<file path="config.mk">
export PLATFORM = sky130hd
export DESIGN_NAME = qfd_device_flat
export DESIGN_NICKNAME = d
export VERILOG_FILES = /design/src/qfd_pkg.sv /design/src/qfd_link_if.sv /design/src/qfd_chan_fault.sv /design/src/qfd_device.sv /design/src/flat_wrapper.sv
export SDC_FILE = /design/constraint.sdc
export NUM_CORES = 1
export LEC_CHECK = 0
export BUFFER_PORTS_ARGS = -buffer_cell sky130_fd_sc_hd__buf_2
export CORE_ASPECT_RATIO = 1.2
export CORE_UTILIZATION = 60
export DETAILED_ROUTE_END_ITERATION = 6
export PLACE_DENSITY = 0.79
export RECOVER_POWER = 100
export SETUP_SLACK_MARGIN = 0.05
export SYNTH_ARGS = -nofsm -noshare
export SYNTH_HDL_FRONTEND = slang
export SYNTH_SLANG_ARGS = --single-unit
export TNS_END_PERCENT = 30
</file>
<file path="constraint.sdc">
create_clock -name i_mclk -period 4 [get_ports i_mclk]
set_clock_uncertainty 0.2 [all_clocks]
set_input_delay 0.6 -clock i_mclk [delete_from_list [all_inputs] [get_ports i_mclk]]
set_output_delay 0.6 -clock i_mclk [all_outputs]
set_load 0.02 [all_outputs]
</file>
<file path="src/qfd_pkg.sv">
// Shared constants for the quad driver fault readout link and its host controller
package qfd_pkg;
   // Fault register layout
   localparam int CH_N = 4;
   localparam int FLT_W = 4;
   localparam int REG_W = 16;
   localparam int FLT_OT = 3;
   localparam int FLT_SB = 2;
   localparam int FLT_SG = 1;
   localparam int FLT_OL = 0;
   localparam logic [15:0] FAULT_RST = 16'h0000;
   // Pin synchroniser: {cs_n, sclk, cascade, in[4], ot[4], oc[4], low[4], mid[4]}
   localparam int DEV_SYNC_W = 23;
   localparam logic [22:0] DEV_SYNC_RST = 23'h400000;
   // Timing
   localparam int MCLK_PERIOD_NS = 100;
   localparam int FILT_DELAY_NS = 12000;
   localparam int FILT_CYC = (FILT_DELAY_NS + MCLK_PERIOD_NS - 1) / MCLK_PERIOD_NS;
   localparam int SCLK_HALF_NS = 400;
   localparam int SCLK_HALF_CYC = SCLK_HALF_NS / MCLK_PERIOD_NS;
   localparam int CS_SETUP_NS = 800;
   localparam int CS_SETUP_CYC = (CS_SETUP_NS + MCLK_PERIOD_NS - 1) / MCLK_PERIOD_NS;
   // Host controller register map
   localparam logic [3:0] REG_CTRL = 4'h0;
   localparam logic [3:0] REG_STAT = 4'h4;
   localparam logic [3:0] REG_DATA0 = 4'h8;
   localparam int CTRL_START = 0;
   localparam int CTRL_NCH_LSB = 8;
   localparam int CTRL_NCH_W = 4;
   localparam int STAT_BUSY = 0;
   localparam int STAT_FLAG = 1;
   localparam int STAT_DONE = 2;
   localparam logic [3:0] NCH_RST = 4'h1;
endpackage

</file>
<file path="src/qfd_link_if.sv">
// Serial diagnostic link between a host controller and one driver device
`timescale 1ns/10ps
interface qfd_link_if;
   logic cs_n;        // Chip select, active low, from host
   logic sclk;        // Serial clock, from host
   logic cascade_in;  // Upstream serial data into the device
   logic sdo_o;       // Device open-drain data value
   logic sdo_oe_n;    // Device pulls the line low while this is low
   logic sdo_line;    // Resolved line with pull-up

   // Open-drain resolution with pull-up
   assign sdo_line = sdo_oe_n ? 1'b1 : sdo_o;

   modport dev (input cs_n, input sclk, input cascade_in, output sdo_o, output sdo_oe_n);
   modport host (output cs_n, output sclk, input sdo_line);
endinterface

</file>
<file path="src/qfd_chan_fault.sv">
// One output channel: protection, fault filtering and fault set requests
`timescale 1ns/10ps
module qfd_chan_fault import qfd_pkg::*; #(
   parameter int FILT_CYC_P = FILT_CYC
) (
   // Clock and reset
   input  wire logic             i_mclk,
   input  wire logic             i_rst_n,
   // Channel input and sensors (already synchronised)
   input  wire logic             i_in_on,
   input  wire logic             i_overtemp,
   input  wire logic             i_overcurrent,
   input  wire logic             i_sense_low,
   input  wire logic             i_sense_mid,
   // Output gate and fault set levels
   output logic                  o_drive,
   output logic [FLT_W-1:0]      o_set
);
   localparam int CW = $clog2(FILT_CYC_P + 1);

   logic [2:0] raw;
   logic [2:0] filt;
   logic       latch_ff;
   logic       nxt_latch;

   if (FILT_CYC_P < 1) begin : g_chk
      $error("FILT_CYC_P must be at least 1");
   end

   // Comparators in order: over-current, sense low, sense mid
   assign raw = {i_overcurrent, i_sense_low, i_sense_mid};

   // Transient filters: a comparator counts only after staying set
   for (genvar g = 0; g < 3; g++) begin : g_filt
      logic [CW-1:0] cnt_ff;
      always_ff @(posedge i_mclk) begin
         if (!i_rst_n || !raw[g]) begin
            cnt_ff <= '0;
         end else if (cnt_ff != CW'(FILT_CYC_P)) begin
            cnt_ff <= cnt_ff + 1'b1;
         end
      end
      assign filt[g] = (cnt_ff == CW'(FILT_CYC_P));
   end

   // Short-to-supply latch: held until fault gone and input seen off
   assign nxt_latch = filt[2] | (latch_ff & i_in_on);

   always_ff @(posedge i_mclk) begin
      if (!i_rst_n) begin
         latch_ff <= 1'b0;
      end else begin
         latch_ff <= nxt_latch;
      end
   end

   // Gate: thermal cut is direct and self-restoring, over-current latches
   assign o_drive = i_in_on & ~i_overtemp & ~latch_ff & ~filt[2];

   // Fault set levels, one per condition
   assign o_set[FLT_OT] = i_overtemp;
   assign o_set[FLT_SB] = filt[2];
   assign o_set[FLT_SG] = ~o_drive & filt[1];
   assign o_set[FLT_OL] = ~o_drive & filt[0];
endmodule

</file>
<file path="src/qfd_device.sv">
// Quad driver device end: fault register, summary flag and serial readout
`timescale 1ns/10ps
module qfd_device import qfd_pkg::*; #(
   parameter int FILT_CYC_P = FILT_CYC
) (
   // Clock and reset
   input  wire logic                  i_mclk,
   input  wire logic                  i_rst_n,
   // Serial link
   qfd_link_if.dev                    link,
   // Channel inputs and sensors (asynchronous pins)
   input  wire logic [CH_N-1:0]       i_ch_in,
   input  wire logic [CH_N-1:0]       i_ch_overtemp,
   input  wire logic [CH_N-1:0]       i_ch_overcurrent,
   input  wire logic [CH_N-1:0]       i_ch_sense_low,
   input  wire logic [CH_N-1:0]       i_ch_sense_mid,
   // Channel gates and fault register view
   output logic [CH_N-1:0]            o_ch_drive,
   output logic [REG_W-1:0]           o_fault_reg
);
   logic [DEV_SYNC_W-1:0] meta_ff;
   logic [DEV_SYNC_W-1:0] sync_ff;
   logic                  cs_n_s;
   logic                  sclk_s;
   logic                  casc_s;
   logic [CH_N-1:0]       in_s;
   logic [CH_N-1:0]       ot_s;
   logic [CH_N-1:0]       oc_s;
   logic [CH_N-1:0]       low_s;
   logic [CH_N-1:0]       mid_s;

   logic                  cs_n_prev_ff;
   logic                  sclk_prev_ff;
   logic                  cs_fall;
   logic                  sclk_rise;
   logic                  sclk_fall;

   logic [REG_W-1:0]      fault_ff;
   logic [REG_W-1:0]      nxt_fault;
   logic [REG_W-1:0]      set_vec;
   logic [REG_W-1:0]      clr_mask;
   logic [REG_W-1:0]      sr_ff;
   logic                  flag_ff;
   logic                  gate_ff;
   logic                  data_ph_ff;
   logic                  hold_ff;
   logic                  sdo_ff;
   logic                  nxt_sdo;
   logic                  first_rise;
   logic                  shift_step;

   // Refuse a register width that the channel layout cannot fill
   if (FILT_CYC_P < 1 || REG_W != CH_N * FLT_W) begin : g_chk
      $error("qfd_device parameter out of range");
   end

   // Two-stage synchroniser for every pin
   // Only the second stage is read; the first may settle late
   always_ff @(posedge i_mclk) begin
      if (!i_rst_n) begin
         meta_ff <= DEV_SYNC_RST;
         sync_ff <= DEV_SYNC_RST;
      end else begin
         meta_ff <= {link.cs_n, link.sclk, link.cascade_in, i_ch_in, i_ch_overtemp,
                     i_ch_overcurrent, i_ch_sense_low, i_ch_sense_mid};
         sync_ff <= meta_ff;
      end
   end

   // Split synchronised pins
   // Field order must match the packing into meta_ff
   assign {cs_n_s, sclk_s, casc_s, in_s, ot_s, oc_s, low_s, mid_s} = sync_ff;

   // Previous levels for edge detection
   // Reset values are the idle levels, so no false edge follows reset
   always_ff @(posedge i_mclk) begin
      if (!i_rst_n) begin
         cs_n_prev_ff <= 1'b1;
         sclk_prev_ff <= 1'b0;
      end else begin
         cs_n_prev_ff <= cs_n_s;
         sclk_prev_ff <= sclk_s;
      end
   end

   // Link events; clock edges count only while selected
   // A rise in the same cycle as select fall is not counted
   assign cs_fall   = cs_n_prev_ff & ~cs_n_s;
   assign sclk_rise = ~cs_n_s & ~cs_fall & ~sclk_prev_ff & sclk_s;
   assign sclk_fall = ~cs_n_s & sclk_prev_ff & ~sclk_s;

   // The first rise ends the summary; later rises shift
   assign first_rise = sclk_rise & ~data_ph_ff;
   assign shift_step = sclk_rise & data_ph_ff;

   // Per-channel protection and fault detection
   // Channel 0 fills the top nibble, which leaves first
   for (genvar c = 0; c < CH_N; c++) begin : g_ch
      qfd_chan_fault #(
         .FILT_CYC_P (FILT_CYC_P)
      ) u_chan (
         .i_mclk        (i_mclk),
         .i_rst_n       (i_rst_n),
         .i_in_on       (in_s[c]),
         .i_overtemp    (ot_s[c]),
         .i_overcurrent (oc_s[c]),
         .i_sense_low   (low_s[c]),
         .i_sense_mid   (mid_s[c]),
         .o_drive       (o_ch_drive[c]),
         .o_set         (set_vec[(CH_N-1-c)*FLT_W +: FLT_W])
      );
   end

   // Clear only what was snapshotted, on the first rising clock
   // Bits set after the snapshot survive to the next frame
   assign clr_mask  = first_rise ? sr_ff : '0;
   assign nxt_fault = (fault_ff & ~clr_mask) | set_vec;

   // Parallel fault register; a set beats a clear in the same cycle
   // Bits stay set until a readout clears them
   always_ff @(posedge i_mclk) begin
      if (!i_rst_n) begin
         fault_ff <= FAULT_RST;
      end else begin
         fault_ff <= nxt_fault;
      end
   end

   // Register view for the channel side
   assign o_fault_reg = fault_ff;

   // Snapshot, summary flag and gate at chip select fall
   // The summary is latched here and kept until the next select fall
   always_ff @(posedge i_mclk) begin
      if (!i_rst_n) begin
         flag_ff    <= 1'b0;
         gate_ff    <= 1'b0;
         data_ph_ff <= 1'b0;
      end else if (cs_fall) begin
         flag_ff    <= |fault_ff;
         gate_ff    <= ~sclk_s;
         data_ph_ff <= 1'b0;
      end else if (sclk_rise) begin
         gate_ff    <= 1'b0;
         data_ph_ff <= 1'b1;
      end
   end

   // Serial shifter: load, then advance on later rising clocks
   // Shift input comes from the bit held at the last falling clock
   always_ff @(posedge i_mclk) begin
      if (!i_rst_n) begin
         sr_ff <= FAULT_RST;
      end else if (cs_fall) begin
         sr_ff <= fault_ff;
      end else if (shift_step) begin
         sr_ff <= {sr_ff[REG_W-2:0], hold_ff};
      end
   end

   // Upstream bit taken on falling clock while it is stable
   // Sampling at the fall keeps clear of upstream output changes
   always_ff @(posedge i_mclk) begin
      if (!i_rst_n || cs_fall) begin
         hold_ff <= 1'b0;
      end else if (sclk_fall) begin
         hold_ff <= casc_s;
      end
   end

   // Output bit: summary before the first clock, data after
   // Before the first rise the pin carries the wired-OR summary
   assign nxt_sdo = data_ph_ff ? sr_ff[REG_W-1]
                               : (flag_ff | (gate_ff & casc_s));

   // Output flop keeps decode glitches off the pin
   always_ff @(posedge i_mclk) begin
      if (!i_rst_n) begin
         sdo_ff <= 1'b1;
      end else begin
         sdo_ff <= nxt_sdo;
      end
   end

   // Open drain: pull low only while selected and the bit is zero
   // A one is left to the pull-up, so the pin never fights it
   assign link.sdo_o    = sdo_ff;
   assign link.sdo_oe_n = cs_n_s | sdo_ff;
endmodule

</file>
<file path="src/flat_wrapper.sv">
// flat-port wrapper written by rule: the top's interface ports become plain ports
module qfd_device_flat import qfd_pkg::*;
#(
   parameter int FILT_CYC_P = FILT_CYC
)
  (i_mclk, i_rst_n, i_ch_in, i_ch_overtemp, i_ch_overcurrent, i_ch_sense_low, i_ch_sense_mid, o_ch_drive, o_fault_reg, link_cs_n, link_sclk, link_cascade_in, link_sdo_o, link_sdo_oe_n);
  qfd_link_if link_i ();
  input  wire logic i_mclk;
  input  wire logic i_rst_n;
  input  wire logic [CH_N-1:0] i_ch_in;
  input  wire logic [CH_N-1:0] i_ch_overtemp;
  input  wire logic [CH_N-1:0] i_ch_overcurrent;
  input  wire logic [CH_N-1:0] i_ch_sense_low;
  input  wire logic [CH_N-1:0] i_ch_sense_mid;
  output logic [CH_N-1:0] o_ch_drive;
  output logic [REG_W-1:0] o_fault_reg;
  input wire logic [$bits(link_i.cs_n)-1:0] link_cs_n;
  input wire logic [$bits(link_i.sclk)-1:0] link_sclk;
  input wire logic [$bits(link_i.cascade_in)-1:0] link_cascade_in;
  output wire logic [$bits(link_i.sdo_o)-1:0] link_sdo_o;
  output wire logic [$bits(link_i.sdo_oe_n)-1:0] link_sdo_oe_n;
  assign link_i.cs_n = link_cs_n;
  assign link_i.sclk = link_sclk;
  assign link_i.cascade_in = link_cascade_in;
  assign link_sdo_o = link_i.sdo_o;
  assign link_sdo_oe_n = link_i.sdo_oe_n;
  qfd_device #(.FILT_CYC_P(FILT_CYC_P)) u_core (.i_mclk(i_mclk), .i_rst_n(i_rst_n), .link(link_i), .i_ch_in(i_ch_in), .i_ch_overtemp(i_ch_overtemp), .i_ch_overcurrent(i_ch_overcurrent), .i_ch_sense_low(i_ch_sense_low), .i_ch_sense_mid(i_ch_sense_mid), .o_ch_drive(o_ch_drive), .o_fault_reg(o_fault_reg));
endmodule
</file>
### Word-level counts from Yosys, hierarchy flattened

Index checks and enable logic that the tools add are counted.
W data, S select, Z words.

| storage, ports and cells | value |
|---|---|
| bits in registers | 173 |
| input bits | 25 |
| output and inout port bits | 22 |
| word-level logic and storage cells | 163 |

| cells by class | value |
|---|---|
| add/subtract/negate cells | 12 |
| eq/ne operators | 24 |
| multiplexer cells | 6 |
| bitwise operators | 64 |
| reduce and logical (&&, ||, !) cells | 30 |

Operators by type and width:

| cell | count |
|---|---|
| $add A7 B1 Y7 const B | 12 |
| $eq A7 B7 Y1 const B | 12 |
| $ne A7 B7 Y1 const B | 12 |
| $mux W16 | 3 |
| $and A1 B1 Y1 | 33 |
| $not A1 Y1 | 22 |
| $and A16 B16 Y16 | 1 |
| $not A16 Y16 | 1 |
| $or A16 B16 Y16 | 1 |
| $reduce_or A16 Y1 | 1 |
| $logic_not A1 Y1 | 13 |
| $logic_or A1 B1 Y1 | 13 |
| $or A1 B1 Y1 | 6 |
| $reduce_bool A2 Y1 | 2 |
| $mux W1 | 3 |
| $reduce_or A2 Y1 | 1 |

### Logic depth before layout (Yosys ltp)

Gate-level depths: netlist (run 1).

| depth | value |
|---|---|
| depth in word-level cells | 11 |
| mapped depth | 7 |
| depth with buffers taken out | 6 |

### Modules after synthesis

From an unflattened synthesis (run 1), not the netlist that was laid out.

| unflattened totals | value |
|---|---|
| cell total of the unflattened synthesis | 772 |
| area total of the unflattened synthesis | 7153.1 um2 |

By module, submodules not included:

| module | times used | cells an instance | area each (um2) | seq. area each (um2) |
|---|---|---|---|---|
| qfd_chan_fault | 4 | 124 | 1058.5 | 440.4 |
| qfd_device | 1 | 276 | 2919.0 | 1701.6 |

### Worst setup path after synthesis (run 1)

OpenSTA, ideal clock, no wires.

| path | value |
|---|---|
| kind | register to output |
| from | reg u_core.g_ch[0].u_chan.g_filt[2].cnt_ff[0] |
| to | out o_ch_drive[0] |
| arrival | 1410 ps |
| required time | 3200 ps |
| setup slack | 1790 ps |
| cell stages (with the launch flop) | 8 |
| path buffers | 1 |
| path through | dfxtp_1 inv_1 ha_1 nand2_1 nor3_2 or4b_1 inv_1 buf_4 |

| between the ends | value |
|---|---|
| longest elaborated chain between the ends | 3 |

RTL lines:

| element | RTL line | source |
|---|---|---|
| start: declaration | qfd_chan_fault.sv:35 | `logic [CW-1:0] cnt_ff;` |
| start signal: assignment | qfd_chan_fault.sv:40 | `cnt_ff <= cnt_ff + 1'b1;` |
| $eq A7 B7 Y1 | qfd_chan_fault.sv:43 | `assign filt[g] = (cnt_ff == CW'(FILT_CYC_P));` |
| $not A1 Y1 | qfd_chan_fault.sv:58 | `assign o_drive = i_in_on & ~i_overtemp & ~latch_ff & ~filt[2];` |
| $and A1 B1 Y1 | qfd_chan_fault.sv:58 |  |
| end: declaration | flat_wrapper.sv:15 | `output logic [CH_N-1:0] o_ch_drive;` |

Every way passes these cells.

### Worst setup path after layout (run 1)

Same ends and word-level chain as after synthesis.

==> metrics, run 1 <==
Post-CTS Setup Inserts=0; synthesized area per cell=9.52 um2; Unique masters post-synth=38; Worst EP required=3.20 ns; GP Congestion=0.770; path depth of the worst reg2reg path=4; Clk pin slew, worst setup/hold paths=0.07 ns; Max Fclk=349 MHz; core box area=11000 um2; initial drt markers=195; DR vias/cell=5.49; Area growth, synth to finish=12.4%; PwrDens=453 nW/um2; fin crit share=71.6%; Die Width=99.4 um; global-route wire length before repair=21600 um; Largest Register=u_core.g_ch.u_chan.g_filt.cnt_ff; hold-fix buffers at CTS=0; max cap viols=1; Num CTS Buffers=17; Vias=4989; drt drc=0; Final WS setup=1.13 ns; ratio of cells with drive above 1 in the final layout=9.54%; critical path data arrival time=2.07 ns; detailed placement HPWL=8840 um; hold path start=link_cs_n; Worst Hold Class=in2reg; DRT Pass-1 Iters=4; net count after synthesis=766; initial core utilization=61.8%; worst slew pin tran=1.96 ns; Worst Path Max Fanout=7; number of synthesized register bits=173; cell leakage power=2.86 nW; dpl cells=876; Ports=47; Seq/Total Area, Yosys=50.8%; Rel. slew slack=-30.9%; gr ovfl total=0; H-tree depth=4; area of the mapped netlist=6820 um2; Post-Route WL=12400 um; initial antenna violation count=0; YS warnings=0; WL/cell=13.6 um; Layout Nets=812; Setup TNS Final=0 ns; die area=11800 um2; Largest regs=u_core.g_ch.u_chan.g_filt.cnt_ff: 84 flops, u_core.meta_ff: 23 flops, u_core.sync_ff: 23 flops; Max IR drop VDD=0.309 mV; unrepaired setup endpoints after global routing=no; critical path endpoint category=output port; RR Endpoint=u_core.sr_ff[15]$_SDFFE_PN0P_; Area contributors post-synth=dfxtp_1 51%, ha_1 4.4%, mux2i_1 4.3%, and2_1 4.2%, nand2_1 3.9%; CTS tree=built; Synth top area share=50.8%; end of the critical path=o_ch_drive[0]; DRT antenna net count=0; nature of the critical path startpoint=flop; largest net degree at the start of global routing=65; Clock Path Buffers=2; Port Buffer Count=46; status=finished with violations; Critical path origin=u_core.g_ch[0].u_chan.g_filt[2].cnt_ff[0]$_SDFFE_PP0P_; Cells after Synth=717; cts repair resizes=0; CTS sink cnt=173; all-layer global routing usage=22.6%; crit path time final=2.87 ns; number of flip-flops in the largest register=84; Cell Rows=42; antenna diode count=0; Cell Count, Final, Fillers Out=908; Clk Latency, worst-skew pair=0.42 ns; DIE HEIGHT=119 um; CP Class=reg2out; dpl ws=1.65 ns; failing checks=max-capacitance violations, max-slew violations; worst r2r src=u_core.sync_ff[22]$_SDFF_PN1_; leading area contributor after synthesis=dfxtp_1; Root Driver=clkbuf_16; final setup vio count=0; Finished Core Util=69.5%; final hold viol count=0; pins over their slew limit=20; r2r setup slk=1.18 ns; vias in the first global route=4950
## area by class of cell
cell class              instances  area (um2)
clock inverters                14         135
flip-flops and latches        173        3460
well taps                     132         165
clock buffers                  18         439
multi-input cells             484        3090
repair buffers                 49         233
fillers                       881        3360
inverters                      38         143
## power breakdown
part / internal, mW / leakage [nW] / switching, mW
combinational: 0.0513 / 1.17 / 0.0616
clock: 0.888 / 0.288 / 0.690
sequential: 1.76 / 1.41 / 0.0223
## critical path, stage by stage (launching register included)
cell	delay, ns
dfxtp_1	0.36
inv_1	0.08
ha_1	0.19
nand2_1	0.08
nor3_2	0.08
or4b_1	0.54
inv_1	0.09
clkbuf_1	0.22
## Yosys cell counts, drive strengths merged
cell / instances
dfxtp: 173
nand2: 70
nor2: 54
and2: 46
inv: 38
a21oi: 37
nand3: 35
o21ai: 34
mux2i: 29
xnor2: 25
ha: 24
xor2: 24
nor3: 23
or3: 23
o211a: 16
buf: 11
clkbuf: 11
a31oi: 9
a31o: 8
nor2b: 6
nor4: 4
or4b: 4
nand2b: 3
nor3b: 3
and3: 2
a211oi: 1
nand3b: 1
nand4b: 1
o22ai: 1
or2: 1
## worst min path at each step
| stage | end | cells past startpoint |
|---|---|---|
| floorplan | u_core.sync_ff[22]$_SDFF_PN1_ | 1 |
| global placement | u_core.sync_ff[22]$_SDFF_PN1_ | 1 |
| detailed placement | u_core.sync_ff[22]$_SDFF_PN1_ | 1 |
| CTS | u_core.meta_ff[22]$_SDFF_PN1_ | 2 |
| global route | u_core.meta_ff[9]$_SDFF_PN0_ | 2 |
| finish | u_core.meta_ff[22]$_SDFF_PN1_ | 2 |
## cell families (layout without fill, tap and decap cells)
kind of cell	Yosys count	after routing	share of synthesized area, %
flops	173	173	50.8
mux	29	29	4.25
simple gates	276	276	20.7
compound gates	106	106	9.72
buf+inv	60	119	3.87
xor+xnor	49	49	6.29
fa+ha+maj	24	24	4.40
## routing by layer
metal  vias to the layer above  global-route usage [%]  share of wire (%)
met4                         0                    7.90                1.3
met3                        13                    6.46                4.1
met5                         -                       0                  0
li1                       2507                       -                  -
met2                        72                    39.8                 51
met1                      2397                    25.9                 43
## placed cells by master, fill, tap and decap left out, drive strengths merged, types with 2 or more instances in the layout
master and count:
dfxtp 173, nand2 70, nor2 54, and2 46, inv 44, clkbuf 42
a21oi 37, nand3 35, o21ai 34, mux2i 29, xnor2 25, buf 25
xor2 24, ha 24, or3 23, nor3 23, o211a 16, a31oi 9
a31o 8, clkinv 7, nor2b 6, nor4 4, or4b 4, nand2b 3
nor3b 3, and3 2
## through the flow
stage	power, mW	hold slack, ns	cell area [um2]
6_report	3.47	0.170	7670
5_1_grt	3.60	0.167	7670
4_1_cts	3.50	0.162	7710
3_5_place_dp	1.94	0.216	7140
3_3_place_gp	1.93	0.205	7140
2_1_floorplan	1.90	0.186	6820
(Power assumes the default switching activity.)
==> inputs of run 2 (changes only) <==
==> constraint.sdc (replaced) <==
create_clock -name i_mclk -period 2.7 [get_ports i_mclk]
set_clock_uncertainty 0.2 [all_clocks]
set_input_delay 0.405 -clock i_mclk [delete_from_list [all_inputs] [get_ports i_mclk]]
set_output_delay 0.405 -clock i_mclk [all_outputs]
set_load 0.02 [all_outputs]
==> run 2 against run 1 <==
  * Clock power rose by 65%
  * Cell count grew 3.2%
  * Worst hold slack worse by 0.16 ns
  * The run now ends clean
  * Largest power group unchanged
  * Sequential share of layout area fell by 1.8 points
  * Critical endpoint is now o_ch_drive[1]
  * Routed wire length rose by 7.4%
  * Core utilization up 3.0 points
==> metrics, run 2 (synthesis results as in run 1) <==
die area=11800 um2 (unchanged); gr ovfl total=0 (unchanged); combinational power share=3.6% (+0.4 points); Clk Latency, worst-skew pair=0.42 ns (about the same); H-tree depth=4 (unchanged); Flop pwr share=48.5% (-2.8 points); filler cell count=807 (-8.4%); Layout Nets=841 (+3.6%); Final WS setup=0.127 ns (-1.01 ns); Max Fclk=389 MHz; number of flip-flops in the largest register=84 (unchanged); Top delay family on crit path=simple AND/OR/NAND/NOR gates; hold path start=i_ch_in[0]; crit path time final=2.57 ns; pins over their slew limit=0 (-100%); Num CTS Buffers=17 (unchanged); DRT Pass-1 Iters=5 (+1); Max IR drop VDD=0.500 mV (+62%); switching power=1.08 mW (+40%); largest net degree at the start of global routing=33 (-49%); global-route wire length before repair=22800 um (+6.0%); Port Buffer Count=46 (unchanged); Critical path origin=u_core.g_ch[1].u_chan.g_filt[2].cnt_ff[0]$_SDFFE_PP0N_; status=complete, no violations; path depth of the worst reg2reg path=4 (unchanged); fin crit share=95.3%; Int Pwr=4.37 mW (+62%); Clk pin slew, worst setup/hold paths=0.06 ns (about the same); Worst Hold Class=in2reg; final hold viol count=0 (unchanged); all-layer global routing usage=24.3% (+1.7 points); Largest Register=u_core.g_ch.u_chan.g_filt.cnt_ff; Worst Path Max Fanout=7 (unchanged); FF/Latch Area=3470 um2 (about the same); Net Sw Frac=19.8% (-2.4 points); unrepaired setup endpoints after global routing=yes; Finished Core Util=72.5% (+3.0 points); Rel. slew slack=28.0% (+59 points); Area growth, synth to finish=17.2%; drt drc=0 (unchanged); WL/cell=14.2 um (+4.1%); Max stage delay cell, worst path=or4b_4; initial core utilization=61.8% (unchanged); CP Class=reg2out; DR vias/cell=5.39 (-1.8%); dpl cells=883 (+0.80%); Vias=5054 (+1.3%); Setup TNS Final=0 ns (unchanged); ratio of cells with drive above 1 in the final layout=10.1% (+0.53 points); Post-Route WL=13300 um (+7.4%); Clock Path Buffers=2 (unchanged); Ports=47 (unchanged); Hold Slack=0.00916 ns (-0.161 ns); initial antenna violation count=0 (unchanged); CTS tree=built; antenna diode count=0 (unchanged); cell repeated most along the worst path=inv_1; DRT antenna net count=0 (unchanged); most frequent cells in the layout=171 x dfxtp_1, 70 x nand2_1, 54 x nor2_1; max cap viols=0 (-1); Cell Count, Final, Fillers Out=937 (+3.2%); detailed placement HPWL=9000 um (+1.8%); RR Endpoint=u_core.o_fault_reg[9]$_SDFF_PN0_; fin area=8000 um2 (+4.3%); hold depth=2 (unchanged); Hold Path End=u_core.meta_ff[16]$_SDFF_PN0_; CTS sink cnt=173 (unchanged); GP Congestion=0.786 (+2.0%); r2r setup slk=0.80 ns (-0.38 ns); core box area=11000 um2 (unchanged); worst r2r src=u_core.sync_ff[22]$_SDFF_PN1_; dpl ws=0.533 ns (-1.12 ns); Root Driver=clkbuf_16; vias in the first global route=5199 (+5.0%); nature of the critical path startpoint=flop; DIE HEIGHT=119 um (unchanged); Placed Area=7190 um2 (+0.74%); most common cell after layout, fill and taps aside=dfxtp_1; Largest regs=u_core.g_ch.u_chan.g_filt.cnt_ff: 84 flops, u_core.meta_ff: 23 flops, u_core.sync_ff: 23 flops; Clk pwr share=47.9% (+2.5 points); WP buf/inv=3 (unchanged); cell leakage power=2.99 nW (+4.3%); Power, Total=5.45 mW (+57%); critical path endpoint category=output port; CP Cell Sequence=inv_1, ha_1, nand2_1, nor3_2, or4b_4, inv_1, buf_4; Cell Rows=42 (unchanged); PwrDens=682 nW/um2 (+51%); max incr delay on CP=0.52 ns (-0.02 ns); final setup vio count=0 (unchanged); Die Width=99.4 um (unchanged); critical path data arrival time=1.97 ns (-0.10 ns); Worst EP required=2.10 ns (-1.10 ns); initial drt markers=225 (+15%); area of the multi-input gates=3100 um2 (+0.20%); worst slew pin tran=1.08 ns (-0.880 ns); Post-CTS Setup Inserts=0 (unchanged)
==> run 2: cell count changes in the layout (fill, tap and decap cells not counted), sizes merged <==
cell and change:
dlygate4sd3 +22, clkbuf +7, clkinv -7, inv -6, clkinvlp +5, buf +4, bufinv +4
==> run 2: worst register-to-register path: cells and delay by family, from the launching register on <==
| kind | cells | cell delay (ns) |
|---|---|---|
| simple gates | 2 | 0.82 |
| compound gates | 2 | 0.40 |
| flops | 1 | 0.38 |
==> run 2: power by group through the flow <==
stage	clock network [mW]	registers (mW)	logic, mW
after floorplan	0	2.69	0.122
after global placement	0	2.70	0.169
after detailed placement	0	2.70	0.176
after CTS	2.66	2.64	0.203
after global routing	2.77	2.65	0.218
final	2.61	2.64	0.197
==> run 2: what timing repair did <==
item / in CTS / in global routing
resized for setup: 1 / 4
endpoints found under the setup margin: 1 / 3
hold buffers: 22 / 0
endpoints found under the hold margin: 22 / 0
==> run 2: cell type report <==
type / instances / area share (%)
clock inverters: 10 / 2.35
inverters: 38 / 1.78
repair buffers: 78 / 6.07
multi-input cells: 484 / 38.7
well taps: 132 / 2.06
flip-flops and latches: 173 / 43.3
clock buffers: 22 / 5.68
==> run 2: layer usage <==
metal | share of wire, % | global-route usage [%]
met5 | 0 | 0
met4 | 2.5 | 11.9
met3 | 3.6 | 6.46
met2 | 52 | 43.1
met1 | 42 | 26.5
==> run 2: worst max-delay path by stage <==
| stage | cells after the start | end | slack (ns) |
|---|---|---|---|
| after global routing | 7 | o_ch_drive[2] | 0.04 |
| after detailed placement | 7 | o_ch_drive[1] | 0.53 |
| final | 7 | o_ch_drive[1] | 0.13 |
| after floorplan | 7 | o_ch_drive[0] | 0.68 |
| after CTS | 7 | o_ch_drive[0] | 0.06 |
| after global placement | 7 | o_ch_drive[0] | 0.61 |
==> inputs of run 3 (changes only) <==
--- a/config.mk
+++ b/config.mk
@@ -8,8 +8,9 @@
 export BUFFER_PORTS_ARGS = -buffer_cell sky130_fd_sc_hd__buf_2
 export CORE_ASPECT_RATIO = 1.2
 export CORE_UTILIZATION = 60
+export CTS_CLUSTER_SIZE = 10
 export DETAILED_ROUTE_END_ITERATION = 6
-export PLACE_DENSITY = 0.79
+export PLACE_DENSITY_LB_ADDON = 0.2
 export RECOVER_POWER = 100
 export SETUP_SLACK_MARGIN = 0.05
 export SYNTH_ARGS = -nofsm -noshare
==> run 3 against run 2 <==
  * Register-to-register slack worse by 0.45 ns
  * Critical path type unchanged
  * Total power down 1.6%
  * Largest power group unchanged
  * Count of clock-buffer cells in the layout unchanged
  * Critical endpoint is now o_ch_drive[3]
  * Cell area down 0.27%
==> metrics, run 3 (synthesis results as in run 1) <==
status=complete, no violations; DRT Pass-1 Iters=4 (-1); drt drc=0 (unchanged); Placed Area=7170 um2 (-0.31%); initial core utilization=61.8% (unchanged); Cell Rows=42 (unchanged); Layout Nets=838 (-0.36%); Ports=47 (unchanged); Root Driver=clkbuf_16; worst slew pin tran=1.29 ns (+0.213 ns); Worst Path Max Fanout=7 (unchanged); pins over their slew limit=0 (unchanged); DIE HEIGHT=119 um (unchanged); initial antenna violation count=0 (unchanged); Rel. slew slack=13.8% (-14 points); critical path data arrival time=1.96 ns (about the same); Max IR drop VDD=0.367 mV (-26%); Port Buffer Count=46 (unchanged); fin area=7980 um2 (-0.27%); all-layer global routing usage=22.4% (-1.9 points); global-route wire length before repair=21300 um (-6.6%); CP Class=reg2out; Worst Hold Class=in2reg; ratio of cells with drive above 1 in the final layout=9.85% (-0.21 points); unrepaired setup endpoints after global routing=yes; critical path endpoint category=output port; Clock Path Buffers=2 (unchanged); Vias=5033 (-0.42%); CTS tree=built; WL/cell=13.3 um (-5.9%); Max Fclk=390 MHz (+0.48%); max cap viols=0 (unchanged); CTS sink cnt=173 (unchanged); Largest Register=u_core.g_ch.u_chan.g_filt.cnt_ff; Worst EP required=2.10 ns (about the same); gr ovfl total=0 (unchanged); die area=11800 um2 (unchanged); crit path time final=2.56 ns (-0.0123 ns); final setup vio count=0 (unchanged); largest net degree at the start of global routing=50 (+52%); cell leakage power=2.97 nW (-0.50%); Die Width=99.4 um (unchanged); Finished Core Util=72.3% (-0.19 points); Largest regs=u_core.g_ch.u_chan.g_filt.cnt_ff: 84 flops, u_core.meta_ff: 23 flops, u_core.sync_ff: 23 flops; most common cell after layout, fill and taps aside=dfxtp_1; DR vias/cell=5.39 (about the same); GP Congestion=0.781 (-0.61%); antenna diode count=0 (unchanged); H-tree depth=4 (unchanged); most frequent cells in the layout=173 x dfxtp_1, 70 x nand2_1, 54 x nor2_1; Post-Route WL=12500 um (-6.2%); Area growth, synth to finish=16.9%; Clk pin slew, worst setup/hold paths=0.06 ns (about the same); Setup TNS Final=0 ns (unchanged); Num CTS Buffers=17 (unchanged); detailed placement HPWL=8470 um (-5.9%); vias in the first global route=4873 (-6.3%); DRT antenna net count=0 (unchanged); final hold viol count=0 (unchanged); Clk Latency, worst-skew pair=0.41 ns (about the same); Hold Slack=0.0179 ns (+0.00873 ns); core box area=11000 um2 (unchanged); nature of the critical path startpoint=flop; initial drt markers=192 (-15%); number of flip-flops in the largest register=84 (unchanged); PwrDens=673 nW/um2 (-1.3%); fin crit share=94.9% (-0.45 points)
run 3: power by group:
part | internal (mW) | leakage [nW] | switching [mW]
sequential | 2.61 | 1.41 | 0.0341
combinational | 0.0973 | 1.28 | 0.0972
clock | 1.60 | 0.289 | 0.932
run 3: final timing paths:
check                                                              start  slack [ns]  cells past startpoint                       endpoint
hold / removal                                         i_ch_sense_mid[2]        0.02                      2   u_core.meta_ff[2]$_SDFF_PN0_
hold reg to reg                            u_core.meta_ff[22]$_SDFF_PN1_        0.21                      1  u_core.sync_ff[22]$_SDFF_PN1_
setup reg to reg                          u_core.cs_n_prev_ff$_SDFF_PN1_        0.35                      5   u_core.sr_ff[5]$_SDFFE_PN0P_
setup / recovery  u_core.g_ch[3].u_chan.g_filt[2].cnt_ff[0]$_SDFFE_PP0N_        0.14                      7                  o_ch_drive[3]
run 3: critical path: stages, from the launching register on:
cell,delay (ns)
dfxtp_1,0.35
inv_1,0.08
ha_1,0.20
nand2_1,0.08
nor3_2,0.08
or4b_4,0.52
inv_1,0.08
clkbuf_2,0.16
run 3: layer usage:
layer | wire [um] | track usage, % | vias up
met5 | 0 | 0 | -
met1 | 5470 | 26.4 | 2361
met2 | 6400 | 40.1 | 92
li1 | - | - | 2568
met3 | 421 | 4.93 | 12
met4 | 157 | 7.54 | 0
run 3: timing repair:
action,CTS,global route
hold buffers,22,0
resized for setup,0,1
buffers inserted,0,0
hold endpoints to repair,22,0
endpoints found under the setup margin,0,4
run 3: metrics by stage:
step                      worst slack [ns]  power [mW]  cells
after floorplan                      0.685        2.82    717
after global placement               0.601        2.86    880
after detailed placement             0.562        2.87    880
after CTS                            0.108        5.41    934
after global routing                0.0338        5.56    934
final                                0.139        5.37    934
run 3: area by class of cell:
| cell class | instances | area [um2] |
|---|---|---|
| Clock buffer | 22 | 464 |
| Timing Repair Buffer | 75 | 477 |
| Sequential cell | 173 | 3460 |
| Inverter | 38 | 143 |
| Clock inverter | 10 | 163 |
| Tap cell | 132 | 165 |
| Multi-Input combinational cell | 484 | 3100 |
| Fill cell | 807 | 3060 |
